--- src/rts_consts.svh ---
// offsets, field positions, reset values and timing counts of the sequencer
`ifndef RTS_CONSTS_SVH
`define RTS_CONSTS_SVH

`define ADDR_W 8
`define DATA_W 32

`define OFS_POWER_STATUS 8'h00
`define OFS_CONFIG 8'h04
`define OFS_SEQ_STATUS 8'h08

`define BIT_BROWNOUT_STATUS 0
`define BIT_POWERON_STATUS 1

`define CFG_W 4
`define CFG_DELAY_DISABLE 0
`define CFG_BROWNOUT_ENABLE 1
`define CFG_MODE_LO 2
`define CFG_MODE_HI 3

`define STS_TIMEOUT 0
`define STS_POWERDOWN 1
`define STS_CHIP_RESET 2
`define STS_DELAY_RUN 3
`define STS_START_RUN 4
`define STS_BROWNOUT 5
`define STS_CLEAR_LOW 6

`define RST_POWER_STATUS 2'h0
`define RST_CONFIG 4'hc

`define CLK_PERIOD_NS 10
`define DELAY_TIME_MS 72
`define RC_TICK_NS 1000
`define RC_TICK_CYCLES (`RC_TICK_NS / `CLK_PERIOD_NS)
`define DELAY_TICKS (`DELAY_TIME_MS * 1000000 / `RC_TICK_NS)
`define START_CYCLES 1024
`define DIP_MIN_NS 100
`define DIP_MIN_CYCLES ((`DIP_MIN_NS + `CLK_PERIOD_NS - 1) / `CLK_PERIOD_NS)

`endif

--- src/rts_pkg.sv ---
// types shared by the reset time-out sequencer
package rts_pkg;

    typedef enum logic [1:0] {
        OSC_LOW_POWER,
        OSC_CRYSTAL,
        OSC_HIGH_SPEED,
        OSC_RES_CAP
    } osc_mode_type;

    typedef enum logic [2:0] {
        ST_POWERON,
        ST_BROWNOUT,
        ST_DELAY,
        ST_START,
        ST_RUN
    } seq_state_type;

endpackage

--- src/reset_timeout_sequencer.sv ---
// reset time-out sequencer with its power status register on apb
//
// The APB slave port and the register offsets were chosen for this implementation.
`include "rts_consts.svh"

// Function
// - power-on pulse starts the time-out sequence
// - power-up delay of 72 ms after power-on
// - chip held in reset while delay runs
// - delay counts ticks of internal rc oscillator
// - disable bit skips the power-up delay after power-on only
// - then 1024 oscillator pin cycles held
// - start-up timer only crystal modes, power-on/brown-out/wake
// - rc mode, delay disabled: no time-out
// - order: power-on, power-up delay, start-up timer
// - enable bit turns brown-out reset on
// - sustained supply dip below level resets chip
// - after brown-out recovery run 72 ms delay
// - dip during delay re-enters brown-out, restarts
// - time-outs run regardless of master clear
// - bit0 cleared by brown-out, software sets
// - bit0 undefined when brown-out is disabled
// - bit1 cleared on power-on only, software sets
// - power-on sets timeout and powerdown flags
// - flags encode watchdog and master clear causes
// - wake-up: crystal 1024 cycles, rc none
module reset_timeout_sequencer #(
    parameter int unsigned DELAY_TICKS = `DELAY_TICKS
) (
    input wire logic REF_CLK_I,
    input wire logic RST_N_I,
    input wire logic POWERON_PULSE_I,
    input wire logic SUPPLY_LOW_I,
    input wire logic MASTER_CLEAR_N_I,
    input wire logic OSC_INPUT_PIN_I,
    input wire logic SLEEP_I,
    input wire logic WDT_TIMEOUT_I,
    input wire logic INT_WAKE_I,
    input wire logic PSEL_I,
    input wire logic PENABLE_I,
    input wire logic PWRITE_I,
    input wire logic [`ADDR_W-1:0] PADDR_I,
    input wire logic [`DATA_W-1:0] PWDATA_I,
    input wire logic [3:0] PSTRB_I,
    output logic [`DATA_W-1:0] PRDATA_O,
    output logic PREADY_O,
    output logic PSLVERR_O,
    output logic CHIP_RESET_O,
    output logic TIMEOUT_FLAG_O,
    output logic POWERDOWN_FLAG_O
);

    localparam logic [6:0] RC_TICK_LAST = 7'(`RC_TICK_CYCLES - 1);
    localparam logic [16:0] DELAY_LAST = 17'(DELAY_TICKS - 1);
    localparam logic [10:0] START_LAST = 11'(`START_CYCLES - 1);
    localparam logic [3:0] DIP_MIN = 4'(`DIP_MIN_CYCLES);

    function automatic logic is_crystal(input rts_pkg::osc_mode_type m);
        is_crystal = (m != rts_pkg::OSC_RES_CAP);
    endfunction

    function automatic logic addr_hit(input logic [`ADDR_W-1:0] a);
        addr_hit = (a == `OFS_POWER_STATUS) || (a == `OFS_CONFIG) ||
            (a == `OFS_SEQ_STATUS);
    endfunction

    ////////////////////////////////////////////////////////////////////////
    // input synchronisers

    logic poweron_s1_ff;
    logic poweron_s2_ff;
    logic supply_low_s1_ff;
    logic supply_low_s2_ff;
    logic clr_n_s1_ff;
    logic clr_n_s2_ff;
    logic clr_n_d_ff;
    logic osc_s1_ff;
    logic osc_s2_ff;
    logic osc_d_ff;

    always_ff @(posedge REF_CLK_I) begin
        if (!RST_N_I) begin
            poweron_s1_ff <= 1'b0;
            poweron_s2_ff <= 1'b0;
            supply_low_s1_ff <= 1'b0;
            supply_low_s2_ff <= 1'b0;
            clr_n_s1_ff <= 1'b1;
            clr_n_s2_ff <= 1'b1;
            clr_n_d_ff <= 1'b1;
            osc_s1_ff <= 1'b0;
            osc_s2_ff <= 1'b0;
            osc_d_ff <= 1'b0;
        end else begin
            poweron_s1_ff <= POWERON_PULSE_I;
            poweron_s2_ff <= poweron_s1_ff;
            supply_low_s1_ff <= SUPPLY_LOW_I;
            supply_low_s2_ff <= supply_low_s1_ff;
            clr_n_s1_ff <= MASTER_CLEAR_N_I;
            clr_n_s2_ff <= clr_n_s1_ff;
            clr_n_d_ff <= clr_n_s2_ff;
            osc_s1_ff <= OSC_INPUT_PIN_I;
            osc_s2_ff <= osc_s1_ff;
            osc_d_ff <= osc_s2_ff;
        end
    end

    ////////////////////////////////////////////////////////////////////////
    // configuration and decoded events

    logic [`CFG_W-1:0] config_ff;
    logic [1:0] power_status_ff;
    rts_pkg::seq_state_type state_ff;
    rts_pkg::osc_mode_type osc_mode;
    logic delay_disable;
    logic brownout_en;
    logic osc_rise;
    logic clr_fall;
    logic wake_evt;
    logic wdt_reset_evt;
    logic brownout_trip;
    logic [3:0] dip_cnt_ff;

    assign osc_mode = rts_pkg::osc_mode_type'(
        config_ff[`CFG_MODE_HI:`CFG_MODE_LO]);
    assign delay_disable = config_ff[`CFG_DELAY_DISABLE];
    assign brownout_en = config_ff[`CFG_BROWNOUT_ENABLE];
    assign osc_rise = osc_s2_ff & ~osc_d_ff;
    assign clr_fall = clr_n_d_ff & ~clr_n_s2_ff;
    assign wake_evt = SLEEP_I & (WDT_TIMEOUT_I | INT_WAKE_I);
    assign wdt_reset_evt = ~SLEEP_I & WDT_TIMEOUT_I;

    // a dip must outlast the minimum duration before it trips
    always_ff @(posedge REF_CLK_I) begin
        if (!RST_N_I) begin
            dip_cnt_ff <= 4'h0;
        end else if (!(supply_low_s2_ff && brownout_en)) begin
            dip_cnt_ff <= 4'h0;
        end else if (dip_cnt_ff != DIP_MIN) begin
            dip_cnt_ff <= dip_cnt_ff + 4'h1;
        end
    end

    assign brownout_trip = brownout_en && supply_low_s2_ff &&
        (dip_cnt_ff == DIP_MIN);

    ////////////////////////////////////////////////////////////////////////
    // sequencer state

    logic [6:0] rc_div_ff;
    logic [16:0] delay_cnt_ff;
    logic [10:0] start_cnt_ff;
    logic rc_tick;
    logic delay_done;
    logic start_done;
    rts_pkg::seq_state_type nxt_state;

    assign rc_tick = (rc_div_ff == RC_TICK_LAST);
    assign delay_done = rc_tick && (delay_cnt_ff == DELAY_LAST);
    assign start_done = osc_rise && (start_cnt_ff == START_LAST);

    always_comb begin
        nxt_state = state_ff;
        if (poweron_s2_ff) begin
            nxt_state = rts_pkg::ST_POWERON;
        end else if (brownout_trip) begin
            nxt_state = rts_pkg::ST_BROWNOUT;
        end else begin
            case (state_ff)
                rts_pkg::ST_POWERON: begin
                    if (!delay_disable) begin
                        nxt_state = rts_pkg::ST_DELAY;
                    end else if (is_crystal(osc_mode)) begin
                        nxt_state = rts_pkg::ST_START;
                    end else begin
                        nxt_state = rts_pkg::ST_RUN;
                    end
                end
                rts_pkg::ST_BROWNOUT: begin
                    if (!supply_low_s2_ff) begin
                        nxt_state = rts_pkg::ST_DELAY;
                    end
                end
                rts_pkg::ST_DELAY: begin
                    if (delay_done && is_crystal(osc_mode)) begin
                        nxt_state = rts_pkg::ST_START;
                    end else if (delay_done) begin
                        nxt_state = rts_pkg::ST_RUN;
                    end
                end
                rts_pkg::ST_START: begin
                    if (start_done) begin
                        nxt_state = rts_pkg::ST_RUN;
                    end
                end
                rts_pkg::ST_RUN: begin
                    if (wake_evt && is_crystal(osc_mode)) begin
                        nxt_state = rts_pkg::ST_START;
                    end
                end
                default: begin
                    nxt_state = rts_pkg::ST_POWERON;
                end
            endcase
        end
    end

    // time-outs advance whatever the master clear pin does
    always_ff @(posedge REF_CLK_I) begin
        if (!RST_N_I) begin
            state_ff <= rts_pkg::ST_POWERON;
        end else begin
            state_ff <= nxt_state;
        end
    end

    // internal rc oscillator model, restarted on each delay entry
    always_ff @(posedge REF_CLK_I) begin
        if (!RST_N_I) begin
            rc_div_ff <= 7'h00;
        end else if (state_ff != rts_pkg::ST_DELAY || rc_tick) begin
            rc_div_ff <= 7'h00;
        end else begin
            rc_div_ff <= rc_div_ff + 7'h01;
        end
    end

    always_ff @(posedge REF_CLK_I) begin
        if (!RST_N_I) begin
            delay_cnt_ff <= 17'h00000;
        end else if (state_ff != rts_pkg::ST_DELAY) begin
            delay_cnt_ff <= 17'h00000;
        end else if (rc_tick && !delay_done) begin
            delay_cnt_ff <= delay_cnt_ff + 17'h00001;
        end
    end

    always_ff @(posedge REF_CLK_I) begin
        if (!RST_N_I) begin
            start_cnt_ff <= 11'h000;
        end else if (state_ff != rts_pkg::ST_START) begin
            start_cnt_ff <= 11'h000;
        end else if (osc_rise && !start_done) begin
            start_cnt_ff <= start_cnt_ff + 11'h001;
        end
    end

    ////////////////////////////////////////////////////////////////////////
    // chip reset and reset-cause flags

    logic nxt_chip_reset;
    logic timeout_flag_ff;
    logic powerdown_flag_ff;

    assign nxt_chip_reset = poweron_s2_ff || brownout_trip ||
        (nxt_state != rts_pkg::ST_RUN) || !clr_n_s2_ff ||
        wdt_reset_evt;

    always_ff @(posedge REF_CLK_I) begin
        if (!RST_N_I) begin
            CHIP_RESET_O <= 1'b1;
        end else begin
            CHIP_RESET_O <= nxt_chip_reset;
        end
    end

    always_ff @(posedge REF_CLK_I) begin
        if (!RST_N_I) begin
            timeout_flag_ff <= 1'b1;
            powerdown_flag_ff <= 1'b1;
        end else if (poweron_s2_ff || brownout_trip) begin
            timeout_flag_ff <= 1'b1;
            powerdown_flag_ff <= 1'b1;
        end else if (WDT_TIMEOUT_I) begin
            timeout_flag_ff <= 1'b0;
            powerdown_flag_ff <= ~SLEEP_I;
        end else if (wake_evt || (clr_fall && SLEEP_I)) begin
            timeout_flag_ff <= 1'b1;
            powerdown_flag_ff <= 1'b0;
        end
    end

    always_ff @(posedge REF_CLK_I) begin
        if (!RST_N_I) begin
            TIMEOUT_FLAG_O <= 1'b1;
            POWERDOWN_FLAG_O <= 1'b1;
        end else begin
            TIMEOUT_FLAG_O <= timeout_flag_ff;
            POWERDOWN_FLAG_O <= powerdown_flag_ff;
        end
    end

    ////////////////////////////////////////////////////////////////////////
    // apb slave

    logic setup_phase;
    logic wr_commit;
    logic [`DATA_W-1:0] nxt_rdata;

    assign setup_phase = PSEL_I && !PENABLE_I;
    assign wr_commit = PSEL_I && PENABLE_I && PREADY_O && PWRITE_I &&
        PSTRB_I[0] && addr_hit(PADDR_I);

    always_comb begin
        nxt_rdata = '0;
        case (PADDR_I)
            `OFS_POWER_STATUS: begin
                nxt_rdata[1:0] = power_status_ff;
            end
            `OFS_CONFIG: begin
                nxt_rdata[`CFG_W-1:0] = config_ff;
            end
            `OFS_SEQ_STATUS: begin
                nxt_rdata[`STS_TIMEOUT] = timeout_flag_ff;
                nxt_rdata[`STS_POWERDOWN] = powerdown_flag_ff;
                nxt_rdata[`STS_CHIP_RESET] = CHIP_RESET_O;
                nxt_rdata[`STS_DELAY_RUN] = (state_ff == rts_pkg::ST_DELAY);
                nxt_rdata[`STS_START_RUN] = (state_ff == rts_pkg::ST_START);
                nxt_rdata[`STS_BROWNOUT] =
                    (state_ff == rts_pkg::ST_BROWNOUT);
                nxt_rdata[`STS_CLEAR_LOW] = ~clr_n_s2_ff;
            end
            default: begin
                nxt_rdata = '0;
            end
        endcase
    end

    // answer in the first access cycle; data captured at setup
    always_ff @(posedge REF_CLK_I) begin
        if (!RST_N_I) begin
            PREADY_O <= 1'b0;
            PSLVERR_O <= 1'b0;
            PRDATA_O <= '0;
        end else begin
            PREADY_O <= setup_phase;
            PSLVERR_O <= setup_phase && !addr_hit(PADDR_I);
            if (setup_phase && !PWRITE_I) begin
                PRDATA_O <= nxt_rdata;
            end
        end
    end

    always_ff @(posedge REF_CLK_I) begin
        if (!RST_N_I) begin
            config_ff <= `RST_CONFIG;
        end else if (wr_commit && PADDR_I == `OFS_CONFIG) begin
            config_ff <= PWDATA_I[`CFG_W-1:0];
        end
    end

    // hardware clears beat a software set in the same cycle
    always_ff @(posedge REF_CLK_I) begin
        if (!RST_N_I) begin
            power_status_ff <= `RST_POWER_STATUS;
        end else begin
            if (poweron_s2_ff) begin
                power_status_ff[`BIT_POWERON_STATUS] <= 1'b0;
            end else if (wr_commit && PADDR_I == `OFS_POWER_STATUS) begin
                power_status_ff[`BIT_POWERON_STATUS] <=
                    PWDATA_I[`BIT_POWERON_STATUS];
            end
            if (brownout_trip) begin
                power_status_ff[`BIT_BROWNOUT_STATUS] <= 1'b0;
            end else if (wr_commit && PADDR_I == `OFS_POWER_STATUS) begin
                power_status_ff[`BIT_BROWNOUT_STATUS] <=
                    PWDATA_I[`BIT_BROWNOUT_STATUS];
            end
        end
    end

endmodule

--- config.mk ---
export PLATFORM = sky130hd
export DESIGN_NAME = reset_timeout_sequencer
export DESIGN_NICKNAME = d
export VERILOG_FILES = /design/src/rts_pkg.sv /design/src/reset_timeout_sequencer.sv
export VERILOG_INCLUDE_DIRS = /design/src /design/src/src
export SDC_FILE = /design/constraint.sdc
export NUM_CORES = 1
export LEC_CHECK = 0
export BUFFER_PORTS_ARGS = -buffer_cell sky130_fd_sc_hd__buf_2
export CAP_MARGIN = 15
export CORE_ASPECT_RATIO = 0.5
export CORE_MARGIN = 1
export CORE_UTILIZATION = 50
export CTS_BUF_LIST = sky130_fd_sc_hd__clkbuf_8 sky130_fd_sc_hd__clkbuf_16
export DETAILED_ROUTE_END_ITERATION = 8
export PLACE_DENSITY = 0.78
export SYNTH_ARGS = -nofsm -noshare
export SYNTH_HDL_FRONTEND = slang
export SYNTH_SLANG_ARGS = --single-unit
export TNS_END_PERCENT = 50
--- constraint.sdc ---
create_clock -name REF_CLK_I -period 6.1 [get_ports REF_CLK_I]
set_input_delay 1.83 -clock REF_CLK_I [delete_from_list [all_inputs] [get_ports REF_CLK_I]]
set_output_delay 1.83 -clock REF_CLK_I [all_outputs]
set_load 0.01 [all_outputs]
==> results.sh <==
export IMPL_outcome="finished clean"
export IMPL_ys_seq_elements=72
export IMPL_syn_cell_area_mm2=0.00336
export IMPL_synth_seq_area_share_pct=42.9
export IMPL_slowest_stage="or3b_2"
export IMPL_grt_pass1_wl_mm=10.1
export IMPL_synth_edf_count=0
export IMPL_m1WireLength_mm=2.89
export IMPL_p_sw_mw=0.213
export IMPL_cp_startpoint="PENABLE_I"
export IMPL_antenna_found_initial=0
export IMPL_routed_top_layer="met4"
export IMPL_setup_slack_ps=3020
export IMPL_final_nets=477
export IMPL_grt_ovfl_total=0
export IMPL_core_mm2=0.00628
export IMPL_arrival_ps=3350
export IMPL_critPathKind="in -> reg"
export IMPL_dr_pass1_iters=4
export IMPL_crit_family="simple AND/OR/NAND/NOR gates"
export IMPL_finalHoldViolCount=0
export IMPL_cp_max_fo=10
export IMPL_port_buffers=36
export IMPL_intPower_mw=0.815
export IMPL_initial_core_util_pct=53.5
export IMPL_slew_violations=0
export IMPL_max_freq_ghz=0.324
export IMPL_wl_mm=5.94
export IMPL_crit_chain="buf_2 > or3b_2 > or3b_2 > o21ai_0 > and2_1"
export IMPL_seqPwrFrac_pct=46.8
export IMPL_grt_max_degree=32
export IMPL_cts_tree="yes"
export IMPL_drive_above_1_share_pct=14.5
export IMPL_critical_path_max_stage_delay_ps=590
export IMPL_powerDensity_mw_per_mm2=271
export IMPL_fin_skew_ps=6.26
export IMPL_ctsHoldBuffers=0
export IMPL_routed_wl_met3_um=243
export IMPL_cp_common_cell="or3b_2"
export IMPL_cts_setup_buffers=0
export IMPL_period_share_pct=50.5
export IMPL_setup_viol=0
export IMPL_clk_latency_ps=330
export IMPL_post_place_ws_ps=2660
export IMPL_drt_iter0_drc=82
export IMPL_setup_tns_ps=0
export IMPL_grt_pass1_vias=2355
export IMPL_route_detailed_wl_per_inst_um=11.7
export IMPL_hp_start="clr_n_s1_ff"
export IMPL_rsz0062_at_grt="no"
export IMPL_synth_flop_cell="dfxtp_1"
export IMPL_grt_usage_pct=18.2
export IMPL_startpoint_type="input port"
export IMPL_syn_avg_cell_area_um2=8.79
export IMPL_synth_distinct_cells=52
export IMPL_io_pins=93
export IMPL_cts_resized=0
export IMPL_ant_nets=0
export IMPL_die_area_mm2=0.00707
export IMPL_htreeDepth=3
export IMPL_min_path_type="reg -> reg"
export IMPL_max_cap_viol_count=0
export IMPL_tightest_slew_ps=567
export IMPL_clock_sinks=72
export IMPL_p_clk_share_pct=49.0
export IMPL_critPathBufInv=1
export IMPL_postSynthCellCount=382
export IMPL_swShare_pct=20.7
export IMPL_drc=0
export IMPL_routed_via_density=5.17
export IMPL_numCtsBuffers=9
export IMPL_syn2layout_area_growth_pct=13.0
export IMPL_maxSlewHeadroom_pct=62.1
export IMPL_antenna_cells=0
export IMPL_yosys_warnings=0
export IMPL_cts_root_buffer="clkbuf_16"
export IMPL_combPwrFrac_pct=4.3
export IMPL_power_leakage_nw=1.45
export IMPL_dieHeight_um=60.0
export IMPL_period_minus_slack_ps=3080
export IMPL_postSynth_asyncResetShare_pct=0
export IMPL_worst_setup_path_end_kind="flip-flop"
export IMPL_vias=2626
export IMPL_clkTransAtPathRegs_ps=50
export IMPL_rr_startpoint="delay_cnt_ff[10]"
export IMPL_crit_required_ps=6370
export IMPL_vdd_ir_drop_max_v=0.000173
export IMPL_rows=20
export IMPL_clk_path_buf_depth=2
export IMPL_hpwl_mm=4.22
export IMPL_gp_congestion=0.817
export IMPL_die_w_um=118
export IMPL_wl_met2_mm=2.77
[power by group through the flow]
| stage | registers (mW) | clock network, mW | logic (mW) |
|---|---|---|---|
| after floorplan | 0.490 | 0 | 0.0406 |
| after global placement | 0.491 | 0 | 0.0432 |
| after detailed placement | 0.491 | 0 | 0.0436 |
| after CTS | 0.481 | 0.515 | 0.0437 |
| after global routing | 0.481 | 0.535 | 0.0488 |
| final | 0.481 | 0.503 | 0.0438 |
[cell usage after synthesis, types with 2 or more instances]
cell type,n,area (um2)
nor2b_1,11,68.8
inv_1,6,22.5
a21oi_1,12,60.1
o21ba_2,2,20.0
clkbuf_1,11,41.3
or3b_2,3,26.3
or2_2,2,12.5
and3_1,5,31.3
dfxtp_1,72,1440
nand3_1,17,85.1
a31oi_1,3,18.8
or3_1,4,25.0
a22oi_1,5,37.5
mux2i_1,10,100
nor3_1,5,25.0
o2111ai_1,3,26.3
and3b_1,3,26.3
nor2_1,47,176
buf_4,25,188
xnor2_1,5,43.8
nor4_1,4,25.0
xor2_1,20,175
or4_1,3,22.5
nand4_1,9,56.3
and2_1,13,81.3
or4b_1,3,30.0
nand2b_1,6,37.5
nand2_1,28,105
ha_1,5,62.6
nor3b_1,2,15.0
o21ai_0,16,80.1
nand3b_1,2,15.0
[worst reg2reg max path, stage by stage, from the launching register on]
cell	delay, ps
dfxtp_1	340
or4b_1	510
or4_1	580
or4b_4	580
a21oi_2	170
nand3_1	80
[cell usage in the layout, fill, tap and decap left out, types with 4 or more instances in the layout]
cell type   n
conb_1     25
inv_1       8
nor2b_1    11
dfxtp_1    72
nand4_1     9
ha_1        5
xor2_1     20
nor3_1      5
nand3_1    17
nor4_1      4
or3_1       4
a21oi_1    12
nor2_1     47
clkbuf_16   9
buf_2      36
and2_1     13
and3_1      5
nand2_1    28
xnor2_1     5
nand2b_1    6
a22oi_1     5
o21ai_0    16
mux2i_1    10
[per-layer routing]
metal | track usage (%) | up-vias
met4 | 6.04 | 0
met2 | 32.1 | 59
met1 | 20.8 | 1214
met3 | 6.87 | 6
met5 | 0 | -
li1 | - | 1347
[flip-flops by register name (all words and copies together) (netlist names), 2 cells and up]
signal and count:
PRDATA_O 7, rc_div_ff 7, start_cnt_ff 11, state_ff 3, power_status_ff 2, delay_cnt_ff 17, dip_cnt_ff 4, config_ff 4
[area by class of cell]
class,count,area [um2]
clock buffer,10,239
sequential,72,1440
inverter,6,22.5
clock inverter,5,50.0
tap,88,110
multi-input combinational,291,1750
fill,544,2490
timing repair buffer,36,180
[stage by stage]
stage          area [um2]  util (%)  hold WS, ps  cells  total power, mW
2_1_floorplan        3450         -          382    406            0.531
3_3_place_gp         3500      55.8          390    493            0.534
3_5_place_dp         3500      55.8          395    493            0.535
4_1_cts              3790      60.4          411    508             1.04
5_1_grt              3790      60.4          430    508             1.06
6_report             3790      60.4          407    508             1.03
[logic make-up (layout without fill, tap and decap cells)]
group	count (synthesis)	after routing	synth area share (%)
AO/OA/AOI/OAI	53	53	10.1
XOR/XNOR	25	25	6.52
adder cells (fa/ha/maj)	5	5	1.86
buffers and inverters	43	57	7.64
flip-flops	72	72	42.9
multiplexers	11	11	3.32
other	1	25	0.112
AND/OR/NAND/NOR	172	172	27.5
[worst paths after layout]
check | to | slack [ps] | depth (start not counted)
worst min-delay path | clr_n_s2_ff | 410 | 1
worst max register to register | CHIP_RESET_O | 3720 | 5
worst min register to register | clr_n_s2_ff | 410 | 1
worst max-delay path | PRDATA_O[5] | 3020 | 5
No activity file was read; power rests on OpenSTA's default activity.
